**config.mk**
```make
export PLATFORM = sky130hd
export DESIGN_NAME = uart_intfifo_top
export DESIGN_NICKNAME = d
export VERILOG_FILES = /design/src/common/uart_intfifo_pkg.sv /design/src/common/uart_ctl_if.sv /design/src/hw/uart_int_prio.sv /design/src/hw/uart_fifo_ctl.sv /design/src/hw/uart_intfifo_top.sv
export VERILOG_INCLUDE_DIRS = /design/src /design/src/common
export SDC_FILE = /design/constraint.sdc
export NUM_CORES = 1
export LEC_CHECK = 0
export BUFFER_PORTS_ARGS = -buffer_cell sky130_fd_sc_hd__buf_2
export CAP_MARGIN = 15
export CORE_AREA = 3 3 56 58
export CTS_CLUSTER_DIAMETER = 100
export DETAILED_ROUTE_END_ITERATION = 8
export DIE_AREA = 0 0 59 61
export PLACE_DENSITY = 0.9
export RECOVER_POWER = 25
export SETUP_SLACK_MARGIN = 0.4
export SLEW_MARGIN = 25
export SYNTH_ARGS = -nofsm -noshare
export SYNTH_HDL_FRONTEND = slang
export SYNTH_SLANG_ARGS = --single-unit
```
**constraint.sdc**
```tcl
create_clock -name clk_sys -period 6.2 [get_ports clk_sys]
set_input_delay 1.24 -clock clk_sys [delete_from_list [all_inputs] [get_ports clk_sys]]
set_output_delay 1.24 -clock clk_sys [all_outputs]
set_load 0.02 [all_outputs]
```
**src/common/uart_intfifo_params.svh**
```systemverilog
// Purpose: offsets, field positions, reset values and codes of the UART interrupt/FIFO block
// Assumes: included by design files by bare name
// Notes: definitions only
//
// Behaviour
// - Registers decode at byte offsets from a software-set base, one base per instance.
// - Interrupt-enable bit 3 set: interrupt on any modem status change.
// - Interrupt-enable bit 2 set: interrupt on any receiver line status change.
// - Interrupt-enable bit 1 set: interrupt when transmit holding buffer becomes empty.
// - Interrupt-enable bit 0 set: interrupt while receive register holds data, or while FIFO holds its trigger level.
// - Ident bits 7:6 give FIFO state: 00 none, 01 unusable, 10 reserved, 11 enabled.
// - Ident bits 2:1 give source: 00 modem, 01 tx empty, 10 rx data, 11 line.
// - Priority: line status, then rx data, then tx empty, modem status last.
// - Ident bit 0 reads 0 while an enabled interrupt pends, 1 otherwise.
// - FIFO control bits 7:6 pick rx trigger level: 1, 4, 8 or 14 bytes.
// - Writing 1 to FIFO control bit 1 empties the receive FIFO.
// - Writing 1 to FIFO control bit 2 empties the transmit FIFO likewise.
// - A FIFO clear discards FIFO contents only, never the shift register.
// - Both FIFO clear bits return to 0 by themselves after acting.
// - FIFO control bit 0 enables both FIFOs; writing 0 disables and discards data.
// - After reset FIFO control holds 14-byte trigger with FIFOs enabled.
// - Interrupt-enable location acts as register only while divisor latch bit is 0.
`ifndef UART_INTFIFO_PARAMS_SVH
`define UART_INTFIFO_PARAMS_SVH

// Register offsets within the 8-byte window
`define OFS_INT_ENABLE 3'h1
`define OFS_INT_IDENT 3'h2
`define OFS_FIFO_CONTROL 3'h2

// Interrupt enable fields and reset
`define IER_MODEM_BIT 3
`define IER_LINE_BIT 2
`define IER_THRE_BIT 1
`define IER_RXDATA_BIT 0
`define IER_RESET 4'h0

// FIFO control fields and reset
`define FCR_TRIG_HI 7
`define FCR_TRIG_LO 6
`define FCR_TX_CLR_BIT 2
`define FCR_RX_CLR_BIT 1
`define FCR_ENABLE_BIT 0
`define FCR_RESET 8'hc1

// Identification codes
`define FIFO_ST_NONE 2'h0
`define FIFO_ST_ON 2'h3
`define ID_MODEM 2'h0
`define ID_THRE 2'h1
`define ID_RXDATA 2'h2
`define ID_LINE 2'h3

// Trigger levels in bytes
`define TRIG_CODE_1 2'h0
`define TRIG_CODE_4 2'h1
`define TRIG_CODE_8 2'h2
`define TRIG_BYTES_1 5'h01
`define TRIG_BYTES_4 5'h04
`define TRIG_BYTES_8 5'h08
`define TRIG_BYTES_14 5'h0e

`endif

```
**src/common/uart_intfifo_pkg.sv**
```systemverilog
// Purpose: state types of the UART interrupt/FIFO block
// Assumes: nothing beyond the params header
// Notes: one packed struct per stateful module
package uart_intfifo_pkg;

  // FIFO control state
  typedef struct packed {
    logic en;
    logic [1:0] trig;
    logic rx_clr;
    logic tx_clr;
  } fcr_state_t;

  // Top-level state
  typedef struct packed {
    logic [3:0] interrupt_enable;
    logic line_pend;
    logic modem_pend;
    logic thre_pend;
    logic thre_prev;
    logic [7:0] rdata;
  } top_state_t;

endpackage : uart_intfifo_pkg

```
**src/common/uart_ctl_if.sv**
```systemverilog
// Purpose: carrier between the top and its priority and FIFO-control leaves
// Assumes: one clock domain
// Notes: pend order is {line, rxdata, thre, modem}
`timescale 1ns/100ps
interface uart_ctl_if;
  logic [3:0] pend;
  logic [1:0] id;
  logic none;
  logic wr;
  logic [7:0] wdata;
  logic en;
  logic [1:0] trig;
  logic rx_clr;
  logic tx_clr;

  modport top_p (output pend, wr, wdata, input id, none, en, trig, rx_clr, tx_clr);
  modport prio_p (input pend, output id, none);
  modport fcr_p (input wr, wdata, output en, trig, rx_clr, tx_clr);
endinterface : uart_ctl_if

```
**src/hw/uart_int_prio.sv**
```systemverilog
// Purpose: picks the highest-priority enabled pending source
// Assumes: pend already gated by the enables
// Notes: pure combinational, no state
`timescale 1ns/100ps
`include "uart_intfifo_params.svh"
module uart_int_prio (
  // Carrier
  uart_ctl_if.prio_p ctl
);

  // Priority encode and pending flag
  always_comb begin
    ctl.none = (ctl.pend == 4'h0);
    ctl.id = `ID_MODEM;
    if (ctl.pend[3]) begin
      ctl.id = `ID_LINE;
    end else if (ctl.pend[2]) begin
      ctl.id = `ID_RXDATA;
    end else if (ctl.pend[1]) begin
      ctl.id = `ID_THRE;
    end
  end

endmodule : uart_int_prio

```
**src/hw/uart_fifo_ctl.sv**
```systemverilog
// Purpose: FIFO control register with self-clearing clear pulses
// Assumes: wr is a one-cycle strobe with wdata valid
// Notes: clear pulses last exactly one cycle
`timescale 1ns/100ps
`include "uart_intfifo_params.svh"
module uart_fifo_ctl (
  // Clock and reset
  input wire logic clk_sys,
  input wire logic rst,
  // Carrier
  uart_ctl_if.fcr_p ctl
);

  uart_intfifo_pkg::fcr_state_t s_q;
  uart_intfifo_pkg::fcr_state_t s_d;
  // Reset image of the register; fields are sliced from it
  localparam logic [7:0] fcr_rst_val = `FCR_RESET;

  // Next state of the FIFO control
  always_comb begin
    s_d = s_q;
    s_d.rx_clr = 1'b0;
    s_d.tx_clr = 1'b0;
    if (ctl.wr) begin
      s_d.en = ctl.wdata[`FCR_ENABLE_BIT];
      s_d.trig = ctl.wdata[`FCR_TRIG_HI:`FCR_TRIG_LO];
      // Disabling drops both FIFOs
      s_d.rx_clr = ctl.wdata[`FCR_RX_CLR_BIT] | (s_q.en & ~ctl.wdata[`FCR_ENABLE_BIT]);
      s_d.tx_clr = ctl.wdata[`FCR_TX_CLR_BIT] | (s_q.en & ~ctl.wdata[`FCR_ENABLE_BIT]);
    end
  end

  // State register
  always_ff @(posedge clk_sys or posedge rst) begin
    if (rst) begin
      s_q.en <= fcr_rst_val[`FCR_ENABLE_BIT];
      s_q.trig <= fcr_rst_val[`FCR_TRIG_HI:`FCR_TRIG_LO];
      s_q.rx_clr <= 1'b0;
      s_q.tx_clr <= 1'b0;
    end else begin
      s_q <= s_d;
    end
  end

  // Outputs from flops
  assign ctl.en = s_q.en;
  assign ctl.trig = s_q.trig;
  assign ctl.rx_clr = s_q.rx_clr;
  assign ctl.tx_clr = s_q.tx_clr;
endmodule : uart_fifo_ctl

```
**src/hw/uart_intfifo_top.sv**
```systemverilog
// Purpose: interrupt enable, identification and FIFO control of one UART instance
// Assumes: I/O strobes are one-cycle pulses synchronous to clk_sys
// Notes: read data appears one cycle after io_rd; other offsets belong to sibling blocks
`timescale 1ns/100ps
`include "uart_intfifo_params.svh"
module uart_intfifo_top (
  // Clock and reset
  input wire logic clk_sys,
  input wire logic rst,
  // Processor I/O port
  input wire logic [15:0] io_base,
  input wire logic [15:0] io_addr,
  input wire logic io_rd,
  input wire logic io_wr,
  input wire logic [7:0] io_wdata,
  output logic [7:0] io_rdata,
  output logic io_hit,
  // Line control from sibling block
  input wire logic divisor_latch_access_bit,
  // Interrupt sources
  input wire logic modem_change,
  input wire logic modem_status_read,
  input wire logic line_event,
  input wire logic line_status_read,
  input wire logic thr_empty,
  input wire logic thr_write,
  input wire logic [4:0] rx_count,
  // Interrupt and FIFO control outputs
  output logic irq,
  output logic fifo_enable,
  output logic rx_fifo_clear,
  output logic tx_fifo_clear
);

  uart_ctl_if ctl ();
  uart_intfifo_pkg::top_state_t s_q;
  uart_intfifo_pkg::top_state_t s_d;

  ////////////////////////////////////////////////////////////////////////////
  // Decode helpers

  // Match one offset within the window above the base
  function automatic logic at_offset(input logic [15:0] addr, input logic [15:0] base,
                                     input logic [2:0] ofs);
    at_offset = (addr[15:3] == base[15:3]) && (addr[2:0] == ofs);
  endfunction : at_offset

  // Trigger code to byte count
  function automatic logic [4:0] trig_bytes(input logic [1:0] code);
    unique case (code)
      `TRIG_CODE_1: trig_bytes = `TRIG_BYTES_1;
      `TRIG_CODE_4: trig_bytes = `TRIG_BYTES_4;
      `TRIG_CODE_8: trig_bytes = `TRIG_BYTES_8;
      default: trig_bytes = `TRIG_BYTES_14;
    endcase
  endfunction : trig_bytes

  logic ier_sel;
  logic shared_sel;
  logic ier_wr;
  logic ier_rd;
  logic iir_rd;
  logic rx_ready;
  logic thre_rise;
  logic thre_clr;
  logic [7:0] iir_val;

  // Address decode; enable location yields to divisor latch
  assign ier_sel = at_offset(io_addr, io_base, `OFS_INT_ENABLE) & ~divisor_latch_access_bit;
  assign shared_sel = at_offset(io_addr, io_base, `OFS_INT_IDENT);
  assign ier_wr = io_wr & ier_sel;
  assign ier_rd = io_rd & ier_sel;
  assign iir_rd = io_rd & shared_sel;
  assign ctl.wr = io_wr & shared_sel;
  assign ctl.wdata = io_wdata;
  assign io_hit = (io_rd | io_wr) & (ier_sel | shared_sel);

  ////////////////////////////////////////////////////////////////////////////
  // Source conditions

  // Receive data ready: trigger level in FIFO mode, any byte otherwise
  assign rx_ready = ctl.en ? (rx_count >= trig_bytes(ctl.trig)) : (rx_count != 5'h00);

  // Holding buffer went empty, or enable turned on while empty
  assign thre_rise = (thr_empty & ~s_q.thre_prev) |
                     (ier_wr & io_wdata[`IER_THRE_BIT] & ~s_q.interrupt_enable[`IER_THRE_BIT] & thr_empty);

  // Reading the ident while it shows tx empty acknowledges it
  assign thre_clr = thr_write | (iir_rd & ~ctl.none & (ctl.id == `ID_THRE));

  // Gated pending vector {line, rxdata, thre, modem}
  assign ctl.pend = {s_q.interrupt_enable[`IER_LINE_BIT] & s_q.line_pend,
                     s_q.interrupt_enable[`IER_RXDATA_BIT] & rx_ready,
                     s_q.interrupt_enable[`IER_THRE_BIT] & s_q.thre_pend,
                     s_q.interrupt_enable[`IER_MODEM_BIT] & s_q.modem_pend};

  // Identification value
  assign iir_val = {(ctl.en ? `FIFO_ST_ON : `FIFO_ST_NONE), 3'h0, ctl.id, ctl.none};

  ////////////////////////////////////////////////////////////////////////////
  // Leaves

  uart_int_prio u_prio (
    .ctl(ctl)
  );

  uart_fifo_ctl u_fcr (
    .clk_sys(clk_sys),
    .rst(rst),
    .ctl(ctl)
  );

  ////////////////////////////////////////////////////////////////////////////
  // Next state

  always_comb begin
    s_d = s_q;
    s_d.thre_prev = thr_empty;
    // Sticky flags: set wins over clear
    s_d.modem_pend = modem_change | (s_q.modem_pend & ~modem_status_read);
    s_d.line_pend = line_event | (s_q.line_pend & ~line_status_read);
    s_d.thre_pend = thre_rise | (s_q.thre_pend & ~thre_clr);
    if (ier_wr) begin
      s_d.interrupt_enable = io_wdata[3:0];
    end
    if (ier_rd) begin
      s_d.rdata = {4'h0, s_q.interrupt_enable};
    end else if (iir_rd) begin
      s_d.rdata = iir_val;
    end
  end

  // State register
  always_ff @(posedge clk_sys or posedge rst) begin
    if (rst) begin
      s_q.interrupt_enable <= `IER_RESET;
      s_q.line_pend <= 1'b0;
      s_q.modem_pend <= 1'b0;
      s_q.thre_pend <= 1'b0;
      s_q.thre_prev <= 1'b0;
      s_q.rdata <= 8'h00;
    end else begin
      s_q <= s_d;
    end
  end

  ////////////////////////////////////////////////////////////////////////////
  // Outputs

  // FIFO clears act on the FIFO storage only; shift registers untouched
  assign rx_fifo_clear = ctl.rx_clr;
  assign tx_fifo_clear = ctl.tx_clr;
  assign fifo_enable = ctl.en;
  assign io_rdata = s_q.rdata;
  assign irq = ~ctl.none;
endmodule : uart_intfifo_top

```
=== Yosys cells after proc, flatten, opt, wreduce, memory -nomap -nowiden ===
Cells that the tools add are included.

* $lt $le $gt $ge: 1
* Equality and inequality tests: 6
* Mux-type cells: 9
* Bitwise gates (word level): 37
* Reduce and logical (&&, ||, !) cells: 6

{| class="wikitable"
|+ Operator list
! operator !! count
|-
| $and A1 B1 Y1 || 20
|-
| $mux W8 || 2
|-
| $eq A13 B13 Y1 || 1
|-
| $pmux W4 S3 || 1
|-
| $or A1 B1 Y1 || 9
|-
| $mux W2 || 4
|-
| $not A1 Y1 || 8
|-
| $ge A5 B5 Y1 || 1
|-
| $reduce_bool A5 Y1 || 1
|-
| $eq A2 B1 Y1 const B || 2
|-
| $logic_not A4 Y1 || 1
|-
| $eq A3 B1 Y1 const B || 1
|-
| $eq A3 B2 Y1 const B || 1
|-
| $eq A2 B2 Y1 const B || 1
|-
| $logic_and A1 B1 Y1 || 2
|-
| $logic_not A2 Y1 || 1
|-
| $mux W1 || 2
|-
| $reduce_bool A2 Y1 || 1
|}

* Register bits: 21
* Input port bits: 56
* Output and inout bits: 13

=== Longest topological paths before layout ===
Gate-level depths: netlist of the first run.

* Depth after elaboration: 13
* Gate-level depth with buffers: 8
* Depth with buffers taken out: 8

=== Cells and area by module ===
From an unflattened synthesis of the first run, not the netlist that was laid out.

* Cells, all modules: 118
* Area total of the unflattened synthesis: 1233.7 µm²

{| class="wikitable"
|+ Modules (own cells, without submodules)
! module !! times used !! cells each !! area each (µm²)
|-
| uart_intfifo_top || 1 || 102 || 1014.7
|-
| uart_fifo_ctl || 1 || 12 || 187.7
|-
| uart_int_prio || 1 || 4 || 31.3
|}

=== Worst setup path after synthesis of the first run ===
No wires, ideal clock.

* Path type: input to output
* Start: in rx_count[0]
* End: out irq
* Arrival time: 2.526 ns
* Required time: 4.960 ns
* Setup slack: 2.434 ns
* Cell stages on the path: 7
* Path buffers: 0
* Cell sequence: inv_1 ha_1 nand2b_1 a211oi_1 o211ai_1 o311a_1 or2_2

* Cells in the longest elaborated chain, start to end: 5
* Elaborated cells between the ends (all ways): 6

{| class="wikitable"
|+ Ends and longest elaborated chain
! item !! RTL line !! text
|-
| start, declared || uart_intfifo_top.sv:27 || <nowiki>input wire logic [4:0] rx_count,</nowiki>
|-
| $ge A5 B5 Y1 / $reduce_bool A5 Y1 (equally long branches) || uart_intfifo_top.sv:82 || <nowiki>assign rx_ready = ctl.en ? (rx_count >= trig_bytes(ctl.trig)) : (rx_count != 5'h00);</nowiki>
|-
| $mux W1 (*) || uart_intfifo_top.sv:82 ||
|-
| $and A1 B1 Y1 (*) || uart_intfifo_top.sv:93 || <nowiki>s_q.interrupt_enable[`IER_RXDATA_BIT] & rx_ready,</nowiki>
|-
| $logic_not A4 Y1 (*) || uart_int_prio.sv:13 || <nowiki>ctl.none = (ctl.pend == 4'h0);</nowiki>
|-
| $not A1 Y1 (*) || uart_intfifo_top.sv:155 || <nowiki>assign irq = ~ctl.none;</nowiki>
|-
| end, declared || uart_intfifo_top.sv:29 || <nowiki>output logic irq,</nowiki>
|}

Mark *: on every way between the ends. The rest lies on a longest branch, timed or not.

=== Worst setup path after layout of the first run ===
* Start: in io_base[5]
* End: out io_hit

* Cells in the longest elaborated chain, start to end: 5
* Elaborated cells between the ends (all ways): 6

{| class="wikitable"
|+ Ends and longest elaborated chain
! item !! RTL line !! text
|-
| start, declared || uart_intfifo_top.sv:11 || <nowiki>input wire logic [15:0] io_base,</nowiki>
|-
| $eq A13 B13 Y1 (*) || uart_intfifo_top.sv:45 || <nowiki>at_offset = (addr[15:3] == base[15:3]) && (addr[2:0] == ofs);</nowiki>
|-
| $logic_and A1 B1 Y1 || uart_intfifo_top.sv:45 ||
|-
| $and A1 B1 Y1 || uart_intfifo_top.sv:69 || <nowiki>assign ier_sel = at_offset(io_addr, io_base, `OFS_INT_ENABLE) & ~divisor_latch_access_bit;</nowiki>
|-
| $or A1 B1 Y1 (*) || uart_intfifo_top.sv:76 || <nowiki>assign io_hit = (io_rd | io_wr) & (ier_sel | shared_sel);</nowiki>
|-
| $and A1 B1 Y1 (*) || uart_intfifo_top.sv:76 ||
|-
| end, declared || uart_intfifo_top.sv:17 || <nowiki>output logic io_hit,</nowiki>
|}

Marked as above.

==> metrics, run 1 <==
status finished clean; vias in the first global route between 1000 and 1500; # clock sinks 18; Worst Clk Skew between 4 and 5 ps; Largest delay share family, worst path simple AND/OR/NAND/NOR gates; Core Util, Final 56.9%; post-place setup slack between 2000 and 2500 ps; Lkg Pwr 0.785 nW; Seq/Total Area, Yosys 37.1%; drt drc 0; setup ws final 2110 ps; Mapped Area between 1000 and 1500 um^2; htree depth 1; DP Cell Count roughly 210; DPL Wire Length 2260 um; syn avg cell area just under 10 um^2; Sw Pwr ~0.058 mW; largest fanout on the critical path 6; Critical Path RT ~5000 ps; Critical Path, Cell by Cell buf_2 -> xor2_1 -> nor4_1 -> nand4_1 -> nor3b_1 -> nand2_1 -> o211ai_1 -> buf_2; WL/cell about 12 um; total wire length 2580 um; Hold Violations, Final 0; Die Area ~3600 um^2; worst-case clock buffer depth 2; Net Sw Frac around 25%; PD cells approximately 150 nW/um^2; I/O pins between 60 and 70; CTS tree yes; Root Driver clkbuf_4; RSZ-0062 raised after global routing no; Avg Vias per Cell 5.10; GP Congestion ~0.8; critical path arrival 2850 ps; Setup Viol. Count Final 0; fin cells between 200 and 250; minimum clock period about 4100 ps; Area growth syn-to-layout 26.0%; critical path's most frequent cell buf_2; Clk network pwr share a little under a third; maximum VDD drop between 100 and 150 uV; met1 wire length 1090 um; worst-skew pair later-pin latency between 200 and 300 ps; Reg power frac roughly half; Seq. cell area between 400 and 500 um^2; Placed Area 1510 um^2; Yosys reg bits 18; Fin Setup TNS 0 ps; initial antenna violation count 0; DR vias between 1000 and 1500; fin area between 1500 and 2000 um^2; Setup CP Type in -> out; combinational share of power a little under a fifth; Max Freq 244 MHz; Detailed Routing Iterations Pass 1 4; Max transition margin roughly half; Critical-path top delay cell nor4_1; share of post-route cells with drive strength above 1 a little under half; DRT iter0 DRCs 22; Startpoint Class input port; synth warn 0; Crit. End Element output port; Core Region about 2700 um^2; nets@finish 241; global-route wire length before repair between 4000 and 5000 um; crit-path max cell delay approximately 310 ps; port bufs 61; worst hold-check path type reg -> reg; Num CTS Buffers 3; met2 wire length about 1200 um; Worst Hold Slack 502 ps; internal power 0.176 mW; max cap viols 0; postcts setup bufs 0; Filler cells around 260; worst path buffer plus inverter count 2; met3 routed WL 227 um; Final period util between 60% and 70%; initial core utilization around 45%; Top Layer Used met4; row count 19; ANT nets after route 0; # diodes 0; Chip Height roughly 61 um; clock slew at reported path FFs 90 ps; Total GRT Usage between 10% and 20%; largest net degree at the start of global routing 19; Syn Inst Count about 120; # hold bufs at CTS 0; Pins Over Slew Limit 0; multi-input logic area 682 um^2; Least-Margin Pin Slew around 750 ps; Remaining Overflow, GRT 0; Cell variety after synth 39; Chip Width around 59 um; Pwr Total approximately 0.23 mW; Post-CTS Resized 0
[power groups by stage]
stage,sequential [mW],clock (mW),combinational (mW)
floorplan,0.122,0,0.0226
global placement,0.122,0,0.0422
detailed placement,0.123,0,0.0435
CTS,0.120,0.0720,0.0436
global route,0.121,0.0796,0.0485
finish,0.120,0.0706,0.0428
[state kept, by name, indices dropped and copies added, names as in the netlist]
signal and flops:
io_rdata 5, s_q 8, u_fcr.ctl.en 1, u_fcr.ctl.rx_clr 1, u_fcr.ctl.trig 2, u_fcr.ctl.tx_clr 1
[placed cells by master (no fill, tap or decap), types with 3 or more instances in the layout]
cell type	netlist	final
nand2_1	12	12
nand2b_1	3	3
xor2_1	13	13
nor2b_1	3	3
nor2_1	9	9
dfrtp_1	15	15
clkbuf_4	0	3
buf_2	1	60
inv_1	7	7
nor4_1	3	3
mux2_2	7	7
dfstp_2	3	3
ha_1	4	4
[Yosys cell counts, drive strengths merged]
cell type / instances / area share, %
inv: 7 / 2.1
nand3b: 1 / 0.61
a2111oi: 1 / 1.2
o2bb2ai: 2 / 1.4
nor4: 5 / 5.0
a22o: 2 / 1.6
o311a: 1 / 0.82
xor2: 13 / 9.3
nand4: 1 / 0.51
a221o: 1 / 0.82
dfrtp: 15 / 31
or2: 3 / 1.5
nor2: 9 / 2.8
o211ai: 2 / 1.2
nor3b: 2 / 1.2
o21ai: 2 / 1.1
a211oi: 1 / 0.61
o31ai: 1 / 0.61
nand4b: 1 / 0.72
nand2b: 3 / 1.5
mux2: 7 / 6.4
or4: 2 / 1.5
or2b: 1 / 0.72
nand3: 1 / 0.41
a22oi: 2 / 1.2
dfstp: 3 / 6.4
nor3: 2 / 0.82
conb: 1 / 0.31
nor2b: 3 / 1.5
buf: 9 / 5.3
o41ai: 1 / 0.72
nand2: 12 / 3.7
ha: 4 / 4.1
a21o: 2 / 1.2
[area by class of cell]
| class | count | area share, % |
|---|---|---|
| Tap cell | 31 | 2.52 |
| Inverter | 7 | 1.70 |
| Clock buffer | 4 | 2.35 |
| Timing Repair Buffer | 61 | 19.7 |
| Sequential cell | 18 | 29.5 |
| Multi-Input combinational cell | 90 | 44.2 |
[cell families after synthesis]
logic type	synth area share (%)
buf+inv	7.46
fa+ha+maj	4.09
mux	6.44
xor+xnor	9.30
flops	37.1
compound gates	12.7
other cells	0.306
simple gates	22.6
[metal layers]
metal / GRT usage [%] / vias to the layer above
li1: - / 544
met1: 17.8 / 476
met2: 28.4 / 54
met3: 3.40 / 2
met4: 2.91 / 0
met5: 0 / -
[path summary, 6_finish.rpt]
path                                   start      end  slack (ps)  depth (start not counted)
setup / recovery                  io_base[5]   io_hit        2110                          8
hold / removal                       s_q[10]  s_q[10]         500                          1
setup reg to reg           u_fcr.ctl.trig[0]   s_q[9]        4000                          8
hold reg to reg                      s_q[10]  s_q[10]         500                          1
max in group asynchronous                rst  s_q[10]        4780                          2
min in group asynchronous                rst   s_q[8]        1010                          2
Note: power is estimated with default switching activity, not from simulation.
==> inputs of run 2 (changes only) <==
--- a/config.mk
+++ b/config.mk
@@ -8,11 +8,11 @@
 export LEC_CHECK = 0
 export BUFFER_PORTS_ARGS = -buffer_cell sky130_fd_sc_hd__buf_2
 export CAP_MARGIN = 15
-export CORE_AREA = 3 3 56 58
+export CORE_AREA = 3 3 61 63
 export CTS_CLUSTER_DIAMETER = 100
 export DETAILED_ROUTE_END_ITERATION = 8
-export DIE_AREA = 0 0 59 61
-export PLACE_DENSITY = 0.9
+export DIE_AREA = 0 0 64 66
+export PLACE_DENSITY = 0.82
 export RECOVER_POWER = 25
 export SETUP_SLACK_MARGIN = 0.4
 export SLEW_MARGIN = 25
==> constraint.sdc (replaced) <==
create_clock -name clk_sys -period 3.5 [get_ports clk_sys]
set_input_delay 0.7 -clock clk_sys [delete_from_list [all_inputs] [get_ports clk_sys]]
set_output_delay 0.7 -clock clk_sys [all_outputs]
set_load 0.02 [all_outputs]
==> run 2 against run 1 <==
Critical path type is now reg -> out; cell count grew 8.1%; sequential power is 77% higher; setup slack worse by 1600 ps; critical path depth is the same; combinational power rose by 80%; total power is 80% higher; global-route usage decreased by 2.2 points; sequential share of layout area shrank 0.86 points; via count rose by 1.7%; highest routed layer unchanged; non-clock buffer count grew 2.
==> metrics, run 2 (synthesized netlist as in run 1, its figures left out) <==
vias in the first global route between 1000 and 1500; worst path buffer plus inverter count 1; Chip Width approximately 64 um; ANT nets after route 0; drt drc 0; Top reg by flops s_q; Setup crit start u_fcr.ctl.trig[0]; DP Cell Count between 200 and 250; critical path depth in cells 8; Critical-path top delay cell dfstp_2; Top Layer Used met4; total wire length between 2000 and 3000 um; Remaining Overflow, GRT 0; crit-path max cell delay 570 ps; commonest non-fill, non-tap cells in the layout buf_2 (60), dfrtp_1 (15), xor2_1 (13); htree depth 1; R2R cell count 9; met3 routed WL between 200 and 250 um; critical path arrival between 2000 and 2500 ps; Detailed Routing Iterations Pass 1 4; # hold bufs at CTS 0; # clock sinks 18; Max Freq about 330 MHz; largest net degree at the start of global routing 19; PD cells ~260 nW/um^2; Lkg Pwr between 0.7 and 0.8 nW; commonest non-fill, non-tap cell in the layout buf_2; worst-case clock buffer depth 2; Chip Height around 66 um; CP Capture Point irq; Total GRT Usage 13.0%; Root Driver clkbuf_4; initial core utilization between 30% and 40%; DRT iter0 DRCs 39; Hold Violations, Final 0; Setup Viol. Count Final 0; Core Region between 3000 and 4000 um^2; met2 wire length roughly 1300 um; port bufs ~60; RSZ-0062 raised after global routing no; Least-Margin Pin Slew between 700 and 800 ps; DR vias 1094; largest fanout on the critical path 4; Critical Path, Cell by Cell nor2_1 -> ha_1 -> nand2b_1 -> a211oi_2 -> o211ai_1 -> o311a_1 -> or2_2 -> buf_2; Max transition margin 52.2%; initial antenna violation count 0; share of post-route cells with drive strength above 1 48.9%; GP Congestion 0.880; Fin Setup TNS 0 ps; global-route wire length before repair between 4000 and 5000 um; internal reg-to-reg setup slack around 1300 ps; Startpoint Class flop; minimum clock period 3010 ps; DPL Wire Length around 2400 um; flip-flop count of the largest register after layout 8; Worst Clk Skew between 2 and 2.5 ps; I/O pins between 60 and 70; status finished clean; CTS tree yes; Num CTS Buffers 3; clock slew at reported path FFs approximately 100 ps; fin cells between 200 and 250; Area growth syn-to-layout 29.8%; met1 wire length 1130 um; worst hold-check path type in -> async; Final period util between 80% and 90%; row count 21; Pins Over Slew Limit 0; Filler cells approximately 320; Die Area between 4000 and 5000 um^2; worst-skew pair later-pin latency roughly 300 ps; Setup CP Type reg -> out; # diodes 0; Critical R2R Capture io_rdata[1]; Avg Vias per Cell around 4.8; WL/cell between 10 and 15 um; Critical Path RT between 2000 and 3000 ps; Crit. End Element output port; Largest delay share family, worst path flip-flops; maximum VDD drop between 100 and 150 uV; max cap viols 0; nets@finish approximately 240; Critical R2R Launch u_fcr.ctl.trig[0]
[run 2: cell types whose count changed in the layout (fill, tap and decap cells not counted), sizes merged]
cell | before | now
buf | 60 | 62
[run 2: stage by stage]
stage	hold slack [ps]	instance area, um^2	utilization [%]	worst slack (ps)	power, mW
4_1_cts	490	1560	47.5	408	0.421
6_report	464	1590	48.3	487	0.420
3_5_place_dp	468	1530	46.4	471	0.294
5_1_grt	509	1590	48.3	399	0.437
2_1_floorplan	449	1230	-	814	0.257
3_3_place_gp	470	1530	46.4	531	0.292
[run 2: worst register-to-register path, cell delays in order, from the launching register on]
cell and delay (ps):
dfstp_2 570, nor2_1 60, ha_1 260, nand2b_1 160
a211oi_2 220, o211ai_1 120, o311a_1 160, buf_4 160
a2111oi_2 290, a221o_1 150
[run 2: cell type report]
class / instances / area [um^2] / area share (%)
clock buffers: 4 / 36.3 / 2.29
multi-input cells: 90 / 694 / 43.7
repair buffers: 63 / 319 / 20.1
inverters: 7 / 26.3 / 1.65
flip-flops and latches: 18 / 454 / 28.6
well taps: 46 / 57.6 / 3.62
[run 2: worst min-delay path by stage]
stage	from	end	cells after the start
floorplan	s_q[10]	s_q[10]	1
global placement	s_q[10]	s_q[10]	1
detailed placement	s_q[10]	s_q[10]	1
CTS	rst	u_fcr.ctl.rx_clr	2
global route	s_q[10]	s_q[10]	1
finish	rst	u_fcr.ctl.rx_clr	2
[run 2: where the power goes]
part	total [mW]	leakage (nW)	internal, mW	switching (mW)
clock network	0.130	0.0210	0.0636	0.0665
logic	0.0770	0.548	0.0378	0.0393
registers	0.213	0.230	0.211	0.00176
[run 2: layer usage]
metal / up-vias / GRT usage [%]
met2: 53 / 22.2
met3: 5 / 3.06
met1: 494 / 15.3
met5: - / 0
met4: 0 / 6.20
li1: 542 / -
[run 2: timing repair]
item	CTS	global route
setup endpoints to repair	0	2
setup buffers	0	2
gates resized for setup	0	3
==> inputs of run 3 (changes only) <==
--- a/config.mk
+++ b/config.mk
@@ -6,13 +6,14 @@
 export SDC_FILE = /design/constraint.sdc
 export NUM_CORES = 1
 export LEC_CHECK = 0
+export ABC_AREA = 1
 export BUFFER_PORTS_ARGS = -buffer_cell sky130_fd_sc_hd__buf_2
 export CAP_MARGIN = 15
 export CORE_AREA = 3 3 61 63
 export CTS_CLUSTER_DIAMETER = 100
 export DETAILED_ROUTE_END_ITERATION = 8
 export DIE_AREA = 0 0 64 66
-export PLACE_DENSITY = 0.82
+export PLACE_DENSITY = 0.85
 export RECOVER_POWER = 25
 export SETUP_SLACK_MARGIN = 0.4
 export SLEW_MARGIN = 25
==> run 3 against run 2 <==
Count of clock-buffer cells in the layout did not move; area after synthesis rose by 7.6%; cell count increased by 29%; sequential power barely moved; setup slack gained 230 ps; sequential cell count is the same; highest routed layer unchanged.
==> metrics, run 3 <==
status finished clean; grt peak-use layer met2; worst-case clock buffer depth 2; flip-flop count of the largest register after layout 8; Net Sw Frac approximately 25%; # clock sinks 18; Critical-path top delay cell dfstp_2; worst hold-check path type in -> async; # hold bufs at CTS 0; Least-Margin Pin Slew 640 ps; initial antenna violation count 0; total wire length around 2700 um; vias in the first global route between 1000 and 1500; DRT iter0 DRCs 54; initial core utilization about 40%; top-area cell type share of the netlist area 28.5%; Commonest cells post-synth nand2_1 (62), inv_1 (41), dfrtp_1 (15), nor2_1 (15), buf_4 (8); CTS tree yes; combinational share of power 18.3%; Max Freq 360 MHz; maximum VDD drop 98.7 uV; Critical Path RT between 2000 and 3000 ps; Avg Vias per Cell roughly 4.3; Startpoint Class flop; Pins Over Slew Limit 0; Critical R2R Launch u_fcr.ctl.trig[0]; largest net degree at the start of global routing 19; met1 usage between 15 and 20%; commonest non-fill, non-tap cells in the layout nand2_1 (62), buf_2 (61), inv_1 (41); Post-CTS Resized 0; Largest delay share family, worst path flip-flops; setup ws final between 700 and 800 ps; Critical Path, Cell by Cell inv_1 -> ha_1 -> nand2_1 -> inv_1 -> o21ai_0 -> nand3_1 -> nand3_1 -> nand2_1 -> nor2_1 -> inv_1 -> buf_2; # diodes 0; Chip Width approximately 64 um; post-place setup slack about 770 ps; max cap viols 0; met2 Usage GRT 24.3%; Fin Setup TNS 0 ps; Mapped Area 1320 um^2; leading area contributor after synthesis dfrtp_1; Sw Pwr 0.102 mW; Core Region between 3000 and 4000 um^2; commonest non-fill, non-tap cell in the layout nand2_1; Core Util, Final around half; clock slew at reported path FFs around 100 ps; nets@finish ~310; Yosys reg bits 18; Hold Violations, Final 0; share of post-route cells with drive strength above 1 approximately a third; global-route wire length before repair approximately 4700 um; Clk network pwr share between 30% and 40%; GP Congestion roughly 0.85; Total GRT Usage 13.6%; syn avg cell area around 6.9 um^2; worst path buffer plus inverter count 4; I/O pins ~70; Die Area roughly 4200 um^2; Setup CP Type reg -> out; Num CTS Buffers 3; dominant register cell in the synthesized netlist dfrtp_1; count leader, synth nand2_1; met3 Resource Use GR between 2 and 2.5%; synth warn 0; EDFF count, synth 0; drt drc 0; Crit. End Element output port; Final period util between 70% and 80%; PD cells 248 nW/um^2; Critical R2R Capture io_rdata[0]; Max transition margin 57.3%; Cell variety after synth 28; minimum clock period about 2800 ps; crit-path max cell delay around 550 ps; R2R cell count 11; Root Driver clkbuf_4; internal reg-to-reg setup slack ~1700 ps; Chip Height roughly 66 um; Reg power frac between 50% and 60%; htree depth 1; Area growth syn-to-layout 26.0%; Setup Viol. Count Final 0; Lkg Pwr roughly 1.0 nW; row count 21; largest cells by area after synthesis dfrtp_1 (29%), nand2_1 (18%), inv_1 (12%); DR vias around 1300; Top reg by flops s_q; Seq/Total Area, Yosys around a third; critical path's most frequent cell inv_1; Remaining Overflow, GRT 0; largest fanout on the critical path 3; Detailed Routing Iterations Pass 1 4; critical path arrival 2080 ps; RSZ-0062 raised after global routing no; Syn Inst Count between 150 and 200; port bufs 61; worst-skew pair later-pin latency 280 ps; Worst Clk Skew around 4.1 ps; share of async-settable or async-resettable flops after synthesis 100%; postcts setup bufs 0; WL/cell approximately 9 um; ANT nets after route 0; DPL Wire Length around 2400 um; internal power around 0.31 mW
run 3: changes by cell type in the layout (fill, tap and decap cells not counted), moves of 3 or more:
| cell | previous run | this run |
|---|---|---|
| mux2_2 | 7 | 0 |
| nand3_1 | 1 | 5 |
| nor2_1 | 9 | 15 |
| inv_1 | 7 | 41 |
| o21ai_0 | 1 | 5 |
| a21oi_1 | 0 | 4 |
| nor2b_1 | 3 | 0 |
| o21ai_1 | 0 | 3 |
| xor2_1 | 13 | 0 |
| nand2_1 | 11 | 62 |
| nand2b_1 | 3 | 0 |
run 3: kinds of logic (layout without fill, tap and decap cells):
logic type,after synthesis,count (layout),synth area share (%)
DFF,18,18,34.5
adders and majority gates,4,4,3.80
buffers and inverters,50,107,16.5
and+or+nand+nor,97,97,34.8
xor gates and xnor gates,2,2,1.33
AOI/OAI and AO/OA,18,18,8.74
other,1,2,0.285
run 3: power groups by stage:
stage / sequential, mW / combinational, mW / clock, mW
final: 0.213 / 0.0752 / 0.124
after global routing: 0.213 / 0.0876 / 0.140
after CTS: 0.213 / 0.0766 / 0.128
after detailed placement: 0.217 / 0.0763 / 0
after global placement: 0.216 / 0.0734 / 0
after floorplan: 0.216 / 0.0392 / 0
run 3: worst max-delay path by stage:
| stage | endpoint | slack (ps) | from | cells past startpoint |
|---|---|---|---|---|
| floorplan | irq | 1130 | rx_count[2] | 9 |
| global placement | irq | 820 | rx_count[2] | 11 |
| detailed placement | irq | 770 | rx_count[2] | 11 |
| CTS | irq | 700 | u_fcr.ctl.trig[0] | 11 |
| global route | irq | 560 | u_fcr.ctl.trig[0] | 11 |
| finish | irq | 720 | u_fcr.ctl.trig[0] | 11 |
run 3: area by class of cell:
cell class              instances  area [um^2]
well taps                      46         57.6
fillers                       327         1630
repair buffers                 61          305
multi-input cells             123          648
inverters                      42          158
flip-flops and latches         18          454
clock buffers                   4         36.3
run 3: metrics by stage:
stage | cell area, um^2 | instances | total power [mW] | hold slack [ps]
floorplan | 1320 | 191 | 0.256 | 453
global placement | 1620 | 290 | 0.290 | 465
detailed placement | 1620 | 290 | 0.293 | 468
CTS | 1660 | 294 | 0.417 | 499
global route | 1660 | 294 | 0.441 | 509
finish | 1660 | 294 | 0.412 | 482
run 3: metal layers:
layer,vias to the layer above,share of wire (%)
met5,-,0
met4,0,1.2
met3,4,8.8
met2,54,48
met1,529,42
li1,683,-
